## src/core/usdp_pkg.sv

```systemverilog
// Package with register map, field positions, reset values and timing counts of the serial port.
package usdp_pkg;
	// ----------------------------------------
	// Register offsets
	// ----------------------------------------
	localparam logic [2:0] ADDR_DATA = 3'h0;
	localparam logic [2:0] ADDR_STATUS = 3'h1;
	localparam logic [2:0] ADDR_CTRL_ONE = 3'h2;
	localparam logic [2:0] ADDR_CTRL_TWO = 3'h3;
	localparam logic [2:0] ADDR_BAUD = 3'h4;
	// ----------------------------------------
	// Status fields
	// ----------------------------------------
	localparam int ST_PARITY = 7;
	localparam int ST_NOISE = 6;
	localparam int ST_FRAMING = 5;
	localparam int ST_OVERRUN = 4;
	localparam int ST_RX_IDLE = 3;
	localparam int ST_RX_AVAIL = 2;
	localparam int ST_TX_IDLE = 1;
	localparam int ST_TX_EMPTY = 0;
	// ----------------------------------------
	// Control one fields
	// ----------------------------------------
	localparam int C1_PORT_EN = 7;
	localparam int C1_NINE_BIT = 6;
	localparam int C1_PARITY_EN = 5;
	localparam int C1_PARITY_ODD = 4;
	localparam int C1_TWO_STOP = 3;
	localparam int C1_TX_BREAK = 2;
	localparam int C1_RX8 = 1;
	localparam int C1_TX8 = 0;
	// ----------------------------------------
	// Control two fields
	// ----------------------------------------
	localparam int C2_TX_EN = 7;
	localparam int C2_RX_EN = 6;
	localparam int C2_HIGH_SPEED = 5;
	localparam int C2_ADDR_DETECT = 4;
	localparam int C2_WAKE = 3;
	localparam int C2_RX_IE = 2;
	localparam int C2_TX_IDLE_IE = 1;
	localparam int C2_TX_EMPTY_IE = 0;
	// ----------------------------------------
	// Reset values and timing
	// ----------------------------------------
	localparam logic [7:0] CTRL_RESET = 8'h00;
	localparam logic [7:0] BAUD_RESET = 8'h00;
	localparam logic [1:0] LOW_SPEED_LAST = 2'h3;
	localparam logic [3:0] TICK_LAST = 4'hf;
	localparam logic [3:0] VOTE_FIRST = 4'h7;
	localparam logic [3:0] VOTE_SECOND = 4'h8;
	localparam logic [3:0] VOTE_LAST = 4'h9;
	localparam logic [3:0] BREAK_BITS = 4'hd;
endpackage

```

## src/core/usdp_serial_port.sv

```systemverilog
// Serial port data path, status flags, receive queue and register port.
//
// Operation
// Transmit and receive run together; 8 or 9 data bits; 1 or 2 stop bits.
// Even, odd or no parity, same choice for generation and checking.
// Bit timing of both shifters comes from an 8-bit prescaled baud generator.
// Received characters wait in a two-entry queue read via the data register.
// With address detection on, only characters whose last bit is one are accepted.
// Interrupt from tx empty, tx idle, rx full, rx overrun, address detect; the code has no address-detect interrupt source.
// Port and direction enables drive the pin and turn its pull-up off.
// Clearing an enable floats the pin and returns pull-up control.
// A written byte moves to the shift register and leaves LSB first.
// Incoming bits shift in LSB first, complete characters go to the queue.
// One data address: writes load transmit data, reads return received data.
// Parity error flag in bit 7 when a parity check fails.
// Noise flag in bit 6 set with data-available, never on overrun.
// Framing error flag in bit 5 for a bad stop bit.
// Overrun flag in bit 4 on queue overflow; blocks further queue writes.
// Status read then data access clears parity, noise, framing, overrun.
// Receiver idle bit 3 is zero from start bit to stop bit end; the code sets it again at the third vote of the stop bit.
// Data-available bit 2 and error flags set together when a character queues.
// Data-available clears on status read, data read, with queue then empty.
// Transmitter idle bit 1 set when empty and nothing or no break is sent.
// Transmitter idle clears on status read then data write.
// Transmit-empty bit 0 set on shift load, cleared by status read and write.
// Setting transmit enable sets transmit-empty.
// Port disable empties buffers, resets baud count, resets the flags.
// Three samples near bit centre; majority gives the bit, disagreement is noise.
`timescale 1ns/1ps
`default_nettype none
module usdp_serial_port (
	input wire logic clock,
	input wire logic rstn,
	input wire logic [2:0] addr,
	input wire logic [7:0] wrData,
	input wire logic wrStrobe,
	input wire logic rdStrobe,
	output logic [7:0] rdData,
	input wire logic rxPin,
	output logic txPin,
	output logic txOe,
	output logic txPullupOff,
	output logic rxPullupOff,
	output logic irqRequest
);
	// ----------------------------------------
	// Registers and decode
	// ----------------------------------------
	typedef enum {TX_IDLE, TX_START, TX_DATA, TX_PARITY, TX_STOP, TX_BREAK} usdp_tx_e;
	typedef enum {RX_IDLE, RX_START, RX_DATA, RX_PARITY, RX_STOP} usdp_rx_e;
	logic [7:0] ctrlOne;
	logic [7:0] ctrlTwo;
	logic [7:0] baudDivisor;
	logic [7:0] statusSnap;
	logic armed;
	logic portEnable;
	logic txOn;
	logic rxOn;
	logic dataWr;
	logic dataRd;
	logic statusRd;
	logic [7:0] status;
	assign portEnable = ctrlOne[usdp_pkg::C1_PORT_EN];
	assign txOn = portEnable & ctrlTwo[usdp_pkg::C2_TX_EN];
	assign rxOn = portEnable & ctrlTwo[usdp_pkg::C2_RX_EN];
	assign dataWr = wrStrobe && addr == usdp_pkg::ADDR_DATA;
	assign dataRd = rdStrobe && addr == usdp_pkg::ADDR_DATA;
	assign statusRd = rdStrobe && addr == usdp_pkg::ADDR_STATUS;

	always_ff @(posedge clock or negedge rstn) begin
		if (!rstn) begin
			ctrlOne <= usdp_pkg::CTRL_RESET;
		end else if (wrStrobe && addr == usdp_pkg::ADDR_CTRL_ONE) begin
			ctrlOne <= wrData & ~(8'h01 << usdp_pkg::C1_RX8);
		end else if (!portEnable) begin
			ctrlOne[usdp_pkg::C1_TX_BREAK] <= 1'b0;
		end
	end

	always_ff @(posedge clock or negedge rstn) begin
		if (!rstn) begin
			ctrlTwo <= usdp_pkg::CTRL_RESET;
		end else if (wrStrobe && addr == usdp_pkg::ADDR_CTRL_TWO) begin
			ctrlTwo <= wrData;
		end else if (!portEnable) begin
			ctrlTwo[usdp_pkg::C2_TX_EN] <= 1'b0;
			ctrlTwo[usdp_pkg::C2_RX_EN] <= 1'b0;
		end
	end

	always_ff @(posedge clock or negedge rstn) begin
		if (!rstn) begin
			baudDivisor <= usdp_pkg::BAUD_RESET;
		end else if (wrStrobe && addr == usdp_pkg::ADDR_BAUD) begin
			baudDivisor <= wrData;
		end
	end

	// A status read arms the clear sequence; the next data access consumes it.
	always_ff @(posedge clock or negedge rstn) begin
		if (!rstn) begin
			armed <= 1'b0;
			statusSnap <= 8'h00;
		end else if (statusRd) begin
			armed <= 1'b1;
			statusSnap <= status;
		end else if (dataRd || dataWr) begin
			armed <= 1'b0;
		end
	end

	// ----------------------------------------
	// Baud generator
	// ----------------------------------------
	logic [7:0] baudCnt;
	logic [1:0] preCnt;
	logic tick;
	always_ff @(posedge clock or negedge rstn) begin
		if (!rstn) begin
			baudCnt <= 8'h00;
			preCnt <= 2'h0;
			tick <= 1'b0;
		end else if (!portEnable) begin
			baudCnt <= 8'h00;
			preCnt <= 2'h0;
			tick <= 1'b0;
		end else begin
			tick <= 1'b0;
			if (baudCnt == baudDivisor) begin
				baudCnt <= 8'h00;
				if (ctrlTwo[usdp_pkg::C2_HIGH_SPEED] || preCnt == usdp_pkg::LOW_SPEED_LAST) begin
					preCnt <= 2'h0;
					tick <= 1'b1;
				end else begin
					preCnt <= preCnt + 2'h1;
				end
			end else begin
				baudCnt <= baudCnt + 8'h01;
			end
		end
	end

	// ----------------------------------------
	// Transmitter
	// ----------------------------------------
	usdp_tx_e txState;
	logic [8:0] holdData;
	logic holdFull;
	logic [8:0] txShift;
	logic [3:0] txIdx;
	logic [3:0] txTick;
	logic [3:0] breakCnt;
	logic txParity;
	logic txSecondStop;
	logic txEmpty;
	logic txIdle;
	logic txLoad;
	logic txBitEnd;
	logic [3:0] lastIdx;
	assign lastIdx = ctrlOne[usdp_pkg::C1_NINE_BIT] ? 4'h8 : 4'h7;
	assign txLoad = txOn && txState == TX_IDLE && holdFull;
	assign txBitEnd = tick && txTick == usdp_pkg::TICK_LAST;

	always_ff @(posedge clock or negedge rstn) begin
		if (!rstn) begin
			holdFull <= 1'b0;
			holdData <= 9'h000;
		end else if (!txOn) begin
			holdFull <= 1'b0;
		end else if (dataWr) begin
			holdFull <= 1'b1;
			holdData <= {ctrlOne[usdp_pkg::C1_TX8], wrData};
		end else if (txLoad) begin
			holdFull <= 1'b0;
		end
	end

	always_ff @(posedge clock or negedge rstn) begin
		if (!rstn) begin
			txState <= TX_IDLE;
			txShift <= 9'h000;
			txIdx <= 4'h0;
			txTick <= 4'h0;
			breakCnt <= 4'h0;
			txParity <= 1'b0;
			txSecondStop <= 1'b0;
		end else if (!txOn) begin
			txState <= TX_IDLE;
			txTick <= 4'h0;
		end else if (txState == TX_IDLE) begin
			txTick <= 4'h0;
			txIdx <= 4'h0;
			txParity <= 1'b0;
			txSecondStop <= 1'b0;
			breakCnt <= 4'h0;
			if (holdFull) begin
				txShift <= holdData;
				txState <= TX_START;
			end else if (ctrlOne[usdp_pkg::C1_TX_BREAK]) begin
				txState <= TX_BREAK;
			end
		end else begin
			if (tick) begin
				txTick <= txTick + 4'h1;
			end
			if (txBitEnd) begin
				case (txState)
					TX_START: txState <= TX_DATA;
					TX_DATA: begin
						txParity <= txParity ^ txShift[0];
						txShift <= {1'b0, txShift[8:1]};
						txIdx <= txIdx + 4'h1;
						if (txIdx == lastIdx) begin
							txState <= ctrlOne[usdp_pkg::C1_PARITY_EN] ? TX_PARITY : TX_STOP;
						end
					end
					TX_PARITY: txState <= TX_STOP;
					TX_STOP: begin
						if (ctrlOne[usdp_pkg::C1_TWO_STOP] && !txSecondStop) begin
							txSecondStop <= 1'b1;
						end else begin
							txState <= TX_IDLE;
						end
					end
					TX_BREAK: begin
						if (breakCnt != usdp_pkg::BREAK_BITS) begin
							breakCnt <= breakCnt + 4'h1;
						end else if (!ctrlOne[usdp_pkg::C1_TX_BREAK]) begin
							txState <= TX_IDLE;
						end
					end
					default: txState <= TX_IDLE;
				endcase
			end
		end
	end

	always_ff @(posedge clock or negedge rstn) begin
		if (!rstn) begin
			txEmpty <= 1'b1;
		end else if (!portEnable) begin
			txEmpty <= 1'b1;
		end else if (txLoad) begin
			txEmpty <= 1'b1;
		end else if (wrStrobe && addr == usdp_pkg::ADDR_CTRL_TWO && wrData[usdp_pkg::C2_TX_EN]) begin
			txEmpty <= 1'b1;
		end else if (dataWr && armed && statusSnap[usdp_pkg::ST_TX_EMPTY]) begin
			txEmpty <= 1'b0;
		end
	end

	// Idle only when nothing is queued, nothing shifts and no break is pending.
	always_ff @(posedge clock or negedge rstn) begin
		if (!rstn) begin
			txIdle <= 1'b1;
		end else if (!portEnable) begin
			txIdle <= 1'b1;
		end else if (dataWr && armed && statusSnap[usdp_pkg::ST_TX_IDLE]) begin
			txIdle <= 1'b0;
		end else begin
			txIdle <= txEmpty && !holdFull && txState == TX_IDLE
				&& !ctrlOne[usdp_pkg::C1_TX_BREAK];
		end
	end

	// ----------------------------------------
	// Receiver
	// ----------------------------------------
	usdp_rx_e rxState;
	logic rxMeta;
	logic rxSync;
	logic [1:0] votes;
	logic voted;
	logic rxNoise;
	logic [8:0] rxShift;
	logic [3:0] rxIdx;
	logic [3:0] rxTick;
	logic rxParityAcc;
	logic rxParityBit;
	logic rxDone;
	logic [8:0] rxWord;
	logic rxParityErr;
	logic rxFrameErr;
	logic rxNoiseErr;
	logic vote;
	assign vote = (votes[0] & votes[1]) | (votes[0] & rxSync) | (votes[1] & rxSync);

	always_ff @(posedge clock or negedge rstn) begin
		if (!rstn) begin
			rxMeta <= 1'b1;
			rxSync <= 1'b1;
		end else begin
			rxMeta <= rxPin;
			rxSync <= rxMeta;
		end
	end

	always_ff @(posedge clock or negedge rstn) begin
		if (!rstn) begin
			rxState <= RX_IDLE;
			votes <= 2'h0;
			voted <= 1'b1;
			rxNoise <= 1'b0;
			rxShift <= 9'h000;
			rxIdx <= 4'h0;
			rxTick <= 4'h0;
			rxParityAcc <= 1'b0;
			rxParityBit <= 1'b0;
			rxDone <= 1'b0;
			rxWord <= 9'h000;
			rxParityErr <= 1'b0;
			rxFrameErr <= 1'b0;
			rxNoiseErr <= 1'b0;
		end else if (!rxOn) begin
			rxState <= RX_IDLE;
			rxDone <= 1'b0;
		end else begin
			rxDone <= 1'b0;
			if (rxState == RX_IDLE) begin
				rxTick <= 4'h0;
				rxIdx <= 4'h0;
				rxNoise <= 1'b0;
				rxParityAcc <= 1'b0;
				if (!rxSync) begin
					rxState <= RX_START;
				end
			end else if (tick) begin
				rxTick <= rxTick + 4'h1;
				if (rxTick == usdp_pkg::VOTE_FIRST) begin
					votes[0] <= rxSync;
				end
				if (rxTick == usdp_pkg::VOTE_SECOND) begin
					votes[1] <= rxSync;
				end
				if (rxTick == usdp_pkg::VOTE_LAST) begin
					voted <= vote;
					if (votes[0] != votes[1] || votes[0] != rxSync) begin
						rxNoise <= 1'b1;
					end
					if (rxState == RX_STOP) begin
						rxDone <= 1'b1;
						rxFrameErr <= !vote;
						rxNoiseErr <= rxNoise || votes[0] != votes[1] || votes[0] != rxSync;
						rxParityErr <= ctrlOne[usdp_pkg::C1_PARITY_EN] && (rxParityBit
							!= (rxParityAcc ^ ctrlOne[usdp_pkg::C1_PARITY_ODD]));
						rxWord <= ctrlOne[usdp_pkg::C1_NINE_BIT] ? rxShift
							: {1'b0, rxShift[8:1]};
						rxState <= RX_IDLE;
					end
				end
				if (rxTick == usdp_pkg::TICK_LAST) begin
					case (rxState)
						RX_START: rxState <= voted ? RX_IDLE : RX_DATA;
						RX_DATA: begin
							rxShift <= {voted, rxShift[8:1]};
							rxParityAcc <= rxParityAcc ^ voted;
							rxIdx <= rxIdx + 4'h1;
							if (rxIdx == lastIdx) begin
								rxState <= ctrlOne[usdp_pkg::C1_PARITY_EN] ? RX_PARITY : RX_STOP;
							end
						end
						RX_PARITY: begin
							rxParityBit <= voted;
							rxState <= RX_STOP;
						end
						default: rxState <= rxState;
					endcase
				end
			end
		end
	end

	// ----------------------------------------
	// Receive queue and receive flags
	// ----------------------------------------
	logic [8:0] queue [0:1];
	logic head;
	logic [1:0] count;
	logic push;
	logic pop;
	logic accept;
	logic overrun;
	logic rxAvail;
	logic parityFlag;
	logic noiseFlag;
	logic framingFlag;
	logic errClear;
	assign accept = rxDone && (!ctrlTwo[usdp_pkg::C2_ADDR_DETECT]
		|| (ctrlOne[usdp_pkg::C1_NINE_BIT] ? rxWord[8] : rxWord[7]));
	assign pop = dataRd && count != 2'h0;
	assign push = accept && !overrun && count != 2'h2;
	assign errClear = armed && (dataRd || dataWr);

	always_ff @(posedge clock or negedge rstn) begin
		if (!rstn) begin
			head <= 1'b0;
			count <= 2'h0;
			queue[0] <= 9'h000;
			queue[1] <= 9'h000;
		end else if (!rxOn) begin
			head <= 1'b0;
			count <= 2'h0;
		end else begin
			if (push) begin
				queue[head ^ count[0]] <= rxWord;
			end
			if (pop) begin
				head <= ~head;
			end
			count <= count + {1'b0, push} - {1'b0, pop};
		end
	end

	always_ff @(posedge clock or negedge rstn) begin
		if (!rstn) begin
			overrun <= 1'b0;
		end else if (!portEnable) begin
			overrun <= 1'b0;
		end else if (accept && (overrun || count == 2'h2)) begin
			overrun <= 1'b1;
		end else if (errClear) begin
			overrun <= 1'b0;
		end
	end

	// Error flags are only set with a queued character, so an overrun never sets them.
	always_ff @(posedge clock or negedge rstn) begin
		if (!rstn) begin
			parityFlag <= 1'b0;
			noiseFlag <= 1'b0;
			framingFlag <= 1'b0;
		end else if (!portEnable) begin
			parityFlag <= 1'b0;
			noiseFlag <= 1'b0;
			framingFlag <= 1'b0;
		end else if (push) begin
			parityFlag <= rxParityErr | (parityFlag & ~errClear);
			noiseFlag <= rxNoiseErr | (noiseFlag & ~errClear);
			framingFlag <= rxFrameErr | (framingFlag & ~errClear);
		end else if (errClear) begin
			parityFlag <= 1'b0;
			noiseFlag <= 1'b0;
			framingFlag <= 1'b0;
		end
	end

	always_ff @(posedge clock or negedge rstn) begin
		if (!rstn) begin
			rxAvail <= 1'b0;
		end else if (!portEnable) begin
			rxAvail <= 1'b0;
		end else if (push) begin
			rxAvail <= 1'b1;
		end else if (dataRd && armed && statusSnap[usdp_pkg::ST_RX_AVAIL] && count <= 2'h1) begin
			rxAvail <= 1'b0;
		end
	end

	assign status = {parityFlag, noiseFlag, framingFlag, overrun,
		rxState == RX_IDLE, rxAvail, txIdle, txEmpty};

	// ----------------------------------------
	// Outputs
	// ----------------------------------------
	always_ff @(posedge clock or negedge rstn) begin
		if (!rstn) begin
			rdData <= 8'h00;
		end else if (rdStrobe) begin
			case (addr)
				usdp_pkg::ADDR_DATA: rdData <= queue[head][7:0];
				usdp_pkg::ADDR_STATUS: rdData <= status;
				usdp_pkg::ADDR_CTRL_ONE: rdData <= {ctrlOne[7:2], queue[head][8], 1'b0};
				usdp_pkg::ADDR_CTRL_TWO: rdData <= ctrlTwo;
				usdp_pkg::ADDR_BAUD: rdData <= baudDivisor;
				default: rdData <= 8'h00;
			endcase
		end else begin
			rdData <= 8'h00;
		end
	end

	always_ff @(posedge clock or negedge rstn) begin
		if (!rstn) begin
			txPin <= 1'b1;
			txOe <= 1'b0;
			txPullupOff <= 1'b0;
			rxPullupOff <= 1'b0;
		end else begin
			txOe <= txOn;
			txPullupOff <= txOn;
			rxPullupOff <= rxOn;
			case (txState)
				TX_START: txPin <= 1'b0;
				TX_DATA: txPin <= txShift[0];
				TX_PARITY: txPin <= txParity ^ ctrlOne[usdp_pkg::C1_PARITY_ODD];
				TX_BREAK: txPin <= 1'b0;
				default: txPin <= 1'b1;
			endcase
		end
	end

	always_ff @(posedge clock or negedge rstn) begin
		if (!rstn) begin
			irqRequest <= 1'b0;
		end else begin
			irqRequest <= (ctrlTwo[usdp_pkg::C2_RX_IE] & (rxAvail | overrun))
				| (ctrlTwo[usdp_pkg::C2_TX_IDLE_IE] & txIdle)
				| (ctrlTwo[usdp_pkg::C2_TX_EMPTY_IE] & txEmpty);
		end
	end
endmodule // usdp_serial_port
`default_nettype wire

```

## config.mk

```make
export PLATFORM = sky130hd
export DESIGN_NAME = usdp_serial_port
export DESIGN_NICKNAME = d
export VERILOG_FILES = /design/src/core/usdp_pkg.sv /design/src/core/usdp_serial_port.sv
export SDC_FILE = /design/constraint.sdc
export NUM_CORES = 1
export LEC_CHECK = 0
export ABC_AREA = 0
export BUFFER_PORTS_ARGS = -buffer_cell sky130_fd_sc_hd__buf_2
export CORE_ASPECT_RATIO = 2
export CORE_UTILIZATION = 41
export DETAILED_ROUTE_END_ITERATION = 8
export PLACE_DENSITY_LB_ADDON = 0.1
export SYNTH_ARGS = -nofsm -noshare
export SYNTH_HDL_FRONTEND = slang
export SYNTH_SLANG_ARGS = --single-unit
```

## constraint.sdc

```tcl
create_clock -name clock -period 3.2 [get_ports clock]
set_input_delay 0.64 -clock clock [delete_from_list [all_inputs] [get_ports clock]]
set_output_delay 0.64 -clock clock [all_outputs]
set_load 0.05 [all_outputs]
```

* Word level (Yosys, flattened, before mapping)
Cells that the tools add are included.
** Word-level totals
- Input bits :: 16
- Logic and storage cells :: 328
- Register bits :: 213
** Operators by class
- Eq/ne operators :: 48
- Bitwise operators :: 29
- Multiplexer cells :: 111
- Add/sub/neg operators :: 9
- Order comparisons :: 4
- Reductions and logical operators :: 75
** Operators by type and width (count)
- 2-to-1 mux 32 bit :: 17
- case mux 32 bit (5 select lines) :: 1
- equality test 32 x 2 -> 1 bit, second input constant :: 4
- case mux 32 bit (3 select lines) :: 1
- 2-to-1 mux 9 bit :: 9
- 2-to-1 mux 4 bit :: 17
- equality test 32 x 1 -> 1 bit, second input constant :: 2
- equality test 32 x 3 -> 1 bit, second input constant :: 2
- logical NOT 32 bit :: 2
- 2-to-1 mux 1 bit :: 51
- case mux 8 bit (5 select lines) :: 1
- equality test 32 x 4 -> 1 bit, second input constant :: 1
- AND reduction 4 bit :: 8
- logical AND 1 bit :: 28
- nonzero test 2 bit :: 13
- 2-to-1 mux 8 bit :: 3
- != test 4 bit, second input constant :: 6
- != test 3 x 1 -> 1 bit, second input constant :: 7
- adder 4 x 1 -> 4 bit, second input constant :: 5
- bitwise mux 18 bit :: 1
- equality test 4 bit, second input constant :: 4
- AND reduction 5 bit :: 3
- 2-to-1 mux 2 bit :: 7
- AND 1 bit :: 11
- other kinds (34) :: 72

* Longest topological paths before layout
Gate-level depths: netlist of the first run.
- Depth in word-level cells :: 9
- Depth in mapped cells :: 10
- Gate-level depth less buffers :: 9

* Least setup slack after synthesis of the first run
OpenSTA, ideal clock, no wires.
- Path type :: input -> register
- From :: in addr[0]
- To :: reg count[1]
- Library setup time :: 0.130 ns
- Arrival :: 2.305 ns
- Cell stages on the path :: 9
- Data required time :: 3.070 ns
- Path buffers :: 1
- Slack :: 0.765 ns
- Cells stage by stage :: clkbuf_1 > nor3_1 > o211a_1 > ha_1 > inv_1 > ha_1 > xor2_1 > xnor2_1 > nor2_1
** On the way
- Cells in the longest elaborated chain, start to end :: 5
** RTL lines
- from (decl) :: RTL line usdp_serial_port.sv:34 : input wire logic [2:0] addr,
- logical NOT 3 bit :: RTL line usdp_serial_port.sv:67 : assign dataRd = rdStrobe && addr == usdp_pkg::ADDR_DATA;
- logical AND 1 bit :: RTL line usdp_serial_port.sv:67
- logical AND 1 bit :: RTL line usdp_serial_port.sv:390 : assign pop = dataRd && count != 2'h0;
- subtractor 2 x 1 -> 2 bit :: RTL line usdp_serial_port.sv:410 : count <= count + {1'b0, push} - {1'b0, pop};
- 2-to-1 mux 2 bit :: RTL line usdp_serial_port.sv:400 : end else if (!rxOn) begin
- to (signal assigned) :: RTL line usdp_serial_port.sv:410
- to (decl) :: RTL line usdp_serial_port.sv:378 : logic [1:0] count;
No other way between the ends.
A chain may end at the register's enable or synchronous reset.

* Worst setup path after layout of the first run
- From :: reg txState[0]
- To :: reg txShift[2]
** On the way
- Cells in the longest elaborated chain, start to end :: 3
** RTL lines
- from (decl) :: RTL line usdp_serial_port.sv:146 : usdp_tx_e txState;
- from (signal assigned) :: RTL line usdp_serial_port.sv:214 : txState <= ctrlOne[usdp_pkg::C1_PARITY_EN] ? TX_PARITY : TX_STOP;
- equality test 32 x 2 -> 1 bit / logical NOT 32 bit (equally long branches) :: RTL line usdp_serial_port.sv:207, usdp_serial_port.sv:190
- nonzero test 2 bit (no line) / != test 2 bit (equally long branches)
- AND reduction 4 bit (no line)
- to (signal assigned) :: RTL line usdp_serial_port.sv:197 : txShift <= holdData;
- to (signal assigned) :: RTL line usdp_serial_port.sv:211 : txShift <= {1'b0, txShift[8:1]};
- to (decl) :: RTL line usdp_serial_port.sv:149 : logic [8:0] txShift;
Parallel ways exist; a longest one is shown, timed or not.

==> results of run 1 <==
[worst max-delay path: stages, from the launching register on]
cell	delay (ns)
dfrtp_1	0.50
or3_1	0.65
a21oi_1	0.35
nand2_1	0.20
a21oi_2	0.55
nor2_1	0.08
a31oi_1	0.17
[worst min path at each step]
| stage | from | depth (start not counted) | slack (ns) | to |
|---|---|---|---|---|
| after floorplan | rstn | 0 | 0.34 | armed |
| after global placement | rxMeta | 0 | 0.35 | rxSync |
| after detailed placement | rxMeta | 0 | 0.35 | rxSync |
| after CTS | rstn | 1 | 0.20 | rdData[0] |
| after global routing | rstn | 1 | 0.22 | rdData[0] |
| final | rstn | 1 | 0.19 | baudCnt[4] |
[power breakdown]
| part | leakage, nW | internal, W | switching, W |
|---|---|---|---|
| clock network | 0.277 | 0.00110 | 0.000992 |
| logic | 1.61 | 0.000175 | 0.000266 |
| registers | 2.48 | 0.00247 | 0.000143 |
[kinds of logic (layout without fill, tap and decap cells)]
family,after synthesis,in the layout,share of synthesized area (%)
buffers and inverters,50,94,2.43
adder cells (fa/ha/maj),14,14,2.13
AND/OR/NAND/NOR,272,272,16.1
multiplexers,83,83,11.7
XOR/XNOR,32,32,3.40
flip-flops,184,184,56.0
AO/OA/AOI/OAI,109,109,8.27
[final cells by class]
| type | instances | area (um^2) | area share [%] |
|---|---|---|---|
| tap | 262 | 328 | 3.53 |
| clock inverter | 15 | 154 | 1.66 |
| clock buffer | 17 | 425 | 4.58 |
| multi-input combinational | 510 | 3430 | 36.9 |
| sequential | 184 | 4610 | 49.7 |
| inverter | 20 | 75.1 | 0.808 |
| timing repair buffer | 42 | 264 | 2.84 |
[per-stage QoR]
step	instances	power [W]	area [um^2]	hold WS, ns
4_1_cts	1050	0.00522	9290	0.195
6_report	1050	0.00515	9290	0.186
3_3_place_gp	1018	0.00309	8710	0.347
3_5_place_dp	1018	0.00310	8710	0.350
5_1_grt	1050	0.00536	9290	0.217
2_1_floorplan	744	0.00289	8240	0.344
[flip-flops by register name (all words and copies together), names as in the netlist, 3 cells and up]
| name | cells |
|---|---|
| baudDivisor | 8 |
| holdData | 9 |
| rxState | 32 |
| rxShift | 9 |
| statusSnap | 3 |
| txShift | 9 |
| baudCnt | 8 |
| ctrlTwo | 8 |
| rxWord | 9 |
| breakCnt | 4 |
| rxTick | 4 |
| txTick | 4 |
| txState | 3 |
| rdData | 8 |
| txIdx | 4 |
| rxIdx | 4 |
| queue | 18 |
| ctrlOne | 7 |
[layout by cell type (no fill, tap or decap), drive strengths merged, types with 17 or more instances in the layout]
cell / Yosys / routed
dfrtp: 178 / 178
nand3: 21 / 21
nand2: 92 / 92
clkbuf: 20 / 17
and2: 32 / 32
inv: 18 / 28
mux2: 66 / 66
o21ai: 34 / 34
nor2: 54 / 54
xor2: 22 / 22
buf: 10 / 42
a21oi: 27 / 27
[routing by layer]
metal | vias up | track usage [%] | share of wire [%]
met4 | 0 | 11.0 | 4.0
met3 | 41 | 4.03 | 2.6
li1 | 2656 | - | -
met1 | 2824 | 20.6 | 37
met2 | 109 | 36.5 | 56
met5 | - | 0 | 0
==> metrics.yaml, run 1 <==
run_status:
  outcome: "finished, final reports clean"
yosys:
  seq_area_frac_synth_pct: 56.0
  yosysMostFrequentCell: "dfrtp_1"
  synth_common_cells: "dfrtp_1, nand2_1, mux2_2"
  async_flop_share_pct: 100
  netlist_area_mm2: 0.00824
  synth_area_leader_cell: "dfrtp_1"
  synth.avg_cell_area_um2: 11.1
  syn_nets: 774
  synth_edf_count: 0
  ys.flop_type: "dfrtp_1"
  synthCells: 744
  synth_warnings: 0
  ys_top_cells_by_area: "dfrtp_1, mux2_2, nand2_1, nor2_1, and2_1"
  yosysUniqueCellTypes: 56
  synth_top_area_share_pct: 54.0
  synth-seq-cells: 184
floorplan:
  dieArea_mm2: 0.0207
  coreArea_mm2: 0.0198
  start_util_pct: 41.6
  io_pins: 29
  die_height_um: 203
  fp.dieW_um: 102
  fp-row-count: 73
setup_path:
  rr_worst_depth: 6
  rr_endpoint: "txShift[2]"
  ff2ff_setup_slack_ns: 0.61
  cp-start-kind: "flip-flop"
  worst_ep_required_time_ns: 3.56
  endpoint: "txShift[2]"
  critPathCaptureType: "flip-flop"
  path_max_fanout: 17
  startpoint: "txState[0]"
  crit_type: "flip-flop to flip-flop"
  reg2reg_from: "txState[0]"
  cp.arrival_ns: 2.95
clock_network:
  h-tree-depth: 4
  clock_latency_ns: 0.45
  post_cts_buffers: 0
  cts_buffer_depth: 2
  cts_tree: "yes"
  clk_pin_slew_ns: 0.07
  cts_made_buffers: 17
  cts_root_buf: "clkbuf_16"
  ctsResizeCount: 0
  cts.sinks: 184
  cts_hold_buf: 0
detailed_routing:
  drcViolationCount: 0
  drt_iter0_drc: 223
  post_drt_wl_per_cell_um: 18.0
  vias: 5630
  vias_per_cell: 5.36
  dr.pass1.iters: 4
  wl_um: 18900
  ant_nets: 0
timing:
  worst_slew_pin_slew_ns: 0.822
  drv_slew: 0
  layout_min_cycle_time_ns: 2.59
  finClkSkew_ns: 0.00877
  setup_viol: 0
  setup_tns_ns: 0
  slew_headroom_pct: 44.8
  hold_viol_final: 0
  rsz0062_at_grt: "false"
  setup_ws_ns: 0.610
  fmax_ghz: 0.386
  post-route-period-util_pct: 81.0
global_route:
  track_usage_pct: 20.0
  grt_overflow: 0
  grt_max_degree: 69
  grt_pass1_wl_um: 30600
  grt_pass1_vias: 5830
  antenna_found_initial: 0
placed_design:
  pre_cts_slack_ns: 0.621
  place_congestion: 0.857
  hpwl_um: 13800
  io_buffers: 28
layout:
  area_growth_pct: 12.7
  fin_util_pct: 46.9
  nets: 805
  drive_gt1_share_pct: 19.8
  diodes: 0
  fillers: 1887
run:
  max_cap_viol_count: 0
power:
  power_density_mw_per_mm2: 554
  peakVddDrop_v: 0.000321
  p_leak_nw: 4.37
min_path:
  holdCritPathClass: "input pin to async pin"
(Power assumes the default switching activity.)
==> run 2: changes to the inputs <==
- ABC_AREA: 0 -> 1
- clock period: 3.2 -> 2.7 ns (I/O delays scaled with it)
==> metrics.yaml, run 2 <==
clock_network:
  h-tree-depth: 4  # unchanged
  clock_latency_ns: 0.45  # about the same
  cts_buffer_depth: 2  # unchanged
  cts_tree: "yes"  # unchanged
  ctsResizeCount: 0  # unchanged
  post_cts_buffers: 0  # unchanged
  cts_root_buf: "clkbuf_16"  # unchanged
  cts_hold_buf: 0  # unchanged
  cts_made_buffers: 17  # unchanged
  clk_pin_slew_ns: 0.06  # was 0.07 ns
  cts.sinks: 184  # unchanged
floorplan:
  fp.dieW_um: 104  # was 102 um
  die_height_um: 206  # was 203 um
  coreArea_mm2: 0.0204  # was 0.0198 mm^2
  io_pins: 29  # unchanged
  fp-row-count: 74  # was 73
  start_util_pct: 41.8  # was 41.6%
  dieArea_mm2: 0.0214  # was 0.0207 mm^2
yosys:
  yosysMostFrequentCell: "nand2_1"  # was dfrtp_1
  synth_warnings: 0  # unchanged
  synthCells: 962  # was 744
  ys_top_cells_by_area: "dfrtp_1, nand2_1, o21ai_0, nor2_1, nand3_1"  # was dfrtp_1, mux2_2, nand2_1, nor2_1, and2_1
  seq_area_frac_synth_pct: 54.1  # was 56.0%
  synth_common_cells: "nand2_1, dfrtp_1, nor2_1"  # was dfrtp_1, nand2_1, mux2_2
  syn_nets: 992  # was 774
  netlist_area_mm2: 0.00852  # was 0.00824 mm^2
  yosysUniqueCellTypes: 47  # was 56
  ys.flop_type: "dfrtp_1"  # unchanged
  async_flop_share_pct: 100  # unchanged
  synth_edf_count: 0  # unchanged
  synth.avg_cell_area_um2: 8.86  # was 11.1 um^2
  synth_top_area_share_pct: 52.3  # was 54.0%
  synth_area_leader_cell: "dfrtp_1"  # unchanged
  synth-seq-cells: 184  # unchanged
timing:
  rsz0062_at_grt: "false"  # unchanged
  fmax_ghz: 0.466  # was 0.386 GHz
  hold_viol_final: 0  # unchanged
  slew_headroom_pct: 53.6  # was 44.8%
  finClkSkew_ns: 0.00922  # was 0.00877 ns
  drv_slew: 0  # unchanged
  setup_viol: 0  # unchanged
  layout_min_cycle_time_ns: 2.15  # was 2.59 ns
  post-route-period-util_pct: 79.5  # was 81.0%
  setup_tns_ns: 0  # unchanged
  setup_ws_ns: 0.555  # was 0.610 ns
  worst_slew_pin_slew_ns: 0.694  # was 0.822 ns
global_route:
  grt_max_degree: 77  # was 69
  grt_pass1_wl_um: 34600  # was 30600 um
  grt_overflow: 0  # unchanged
  antenna_found_initial: 0  # unchanged
  track_usage_pct: 21.6  # was 20.0%
  grt_pass1_vias: 6580  # was 5830
power:
  p_seq_share_pct: 48.7  # was 50.8%
  p_switching_w: 0.00149  # was 0.00140 W
  internal-power_w: 0.00466  # was 0.00375 W
  peakVddDrop_v: 0.000435  # was 0.000321 V
  p_clk_share_pct: 44.0  # was 40.7%
  p_sw_share_pct: 24.2  # was 27.2%
  p_comb_share_pct: 7.3  # was 8.6%
  p_leak_nw: 4.49  # was 4.37 nW
  power_density_mw_per_mm2: 635  # was 554 mW/mm^2
placed_design:
  hpwl_um: 16200  # was 13800 um
  pre_cts_slack_ns: 0.164  # was 0.621 ns
  io_buffers: 28  # unchanged
  place_area_mm2: 0.00905  # was 0.00871 mm^2
  dp.cells: 1251  # was 1018
  place_congestion: 0.858  # was 0.857
layout:
  final_common_cell: "nand2_1"  # was dfrtp_1
  fin_area_mm2: 0.00969  # was 0.00929 mm^2
  regMostFlops: "rxState"  # unchanged
  multi_input_comb_area_mm2: 0.00344  # was 0.00343 mm^2
  fin_util_pct: 47.6  # was 46.9%
  reg.largest.list: "rxState (32), queue (18)"  # unchanged
  area_growth_pct: 13.6  # was 12.7%
  regArea_mm2: 0.00461  # unchanged
  fillers: 1997  # was 1887
  nets: 1034  # was 805
  diodes: 0  # unchanged
  stdcell_count: 1283  # was 1050
  final_cell_mix: "nand2_1, dfrtp_1, nor2_1"  # was dfrtp_1, nand2_1, mux2_2
  largest_register_ffs: 32  # unchanged
  drive_gt1_share_pct: 12.3  # was 19.8%
detailed_routing:
  wl_um: 21400  # was 18900 um
  drcViolationCount: 0  # unchanged
  ant_nets: 0  # unchanged
  post_drt_wl_per_cell_um: 16.7  # was 18.0 um
  vias: 6439  # was 5630
  dr.pass1.iters: 4  # unchanged
  drt_iter0_drc: 296  # was 223
  vias_per_cell: 5.02  # was 5.36
setup_path:
  reg2reg_from: "rxState[0]"  # was txState[0]
  critPathCaptureType: "flip-flop"  # unchanged
  crit_type: "flip-flop to flip-flop"  # unchanged
  path_max_fanout: 31  # was 17
  cp.arrival_ns: 2.43  # was 2.95 ns
  rr_worst_depth: 10  # was 6
  cp-start-kind: "flip-flop"  # unchanged
  worst_ep_required_time_ns: 2.98  # was 3.56 ns
  rr_endpoint: "rxState[31]"  # was txShift[2]
  ff2ff_setup_slack_ns: 0.55  # was 0.61 ns
run:
  max_cap_viol_count: 0  # unchanged
run_status:
  outcome: "finished, final reports clean"  # unchanged
min_path:
  holdCritPathClass: "input pin to async pin"  # unchanged
[run 2: critical path, cell delays in order (launching register included)]
cell,delay (ns)
dfrtp_1,0.41
inv_2,0.08
nand2_1,0.09
nor2_1,0.11
nand2_1,0.06
nor2_1,0.17
nand2_4,0.12
nand3_1,0.08
nand2_1,0.08
nor2_4,0.57
a21boi_0,0.19
[run 2: how the worst max path moves through the flow]
stage	from	end	slack, ns	cells past startpoint
2_1_floorplan	addr[1]	count[1]	0.77	11
3_3_place_gp	rxState[0]	rxState[31]	0.20	10
3_5_place_dp	rxState[6]	rxState[31]	0.16	10
4_1_cts	rxState[6]	rxState[31]	0.16	10
5_1_grt	rxState[0]	rxState[31]	0.33	10
6_report	rxState[0]	rxState[31]	0.55	10
[run 2: cell type report]
| class | count | share of cell area, % |
|---|---|---|
| Timing Repair Buffer | 48 | 3.35 |
| Inverter | 91 | 3.53 |
| Sequential cell | 184 | 47.6 |
| Multi-Input combinational cell | 662 | 35.5 |
| Tap cell | 266 | 3.44 |
| Clock inverter | 8 | 1.47 |
| Clock buffer | 24 | 5.08 |
[run 2: cell families after synthesis]
logic type	count (synthesis)	synth area share, %
compound gates	188	13.0
xor+xnor	25	2.57
fa+ha+maj	14	2.05
buf+inv	116	5.58
flops	184	54.1
mux	9	1.07
simple gates	426	21.7
[run 2: metrics by stage]
step	hold slack, ns	total power (W)
6_report	0.106	0.00615
5_1_grt	0.155	0.00637
4_1_cts	0.133	0.00622
3_5_place_dp	0.347	0.00350
3_3_place_gp	0.346	0.00350
2_1_floorplan	0.244	0.00327
[run 2: metal layers]
| layer | global-route usage (%) | part of all wire, % |
|---|---|---|
| met5 | 0 | 0 |
| met4 | 12.3 | 4.3 |
| met3 | 4.26 | 2.3 |
| met2 | 41.3 | 56 |
| met1 | 21.4 | 38 |
[run 2: power groups by stage]
stage	clock network, W	logic (W)	registers, W
3_3_place_gp	0	0.000454	0.00304
6_report	0.00270	0.000449	0.00299
3_5_place_dp	0	0.000459	0.00305
5_1_grt	0.00286	0.000509	0.00300
4_1_cts	0.00277	0.000460	0.00299
2_1_floorplan	0	0.000242	0.00303
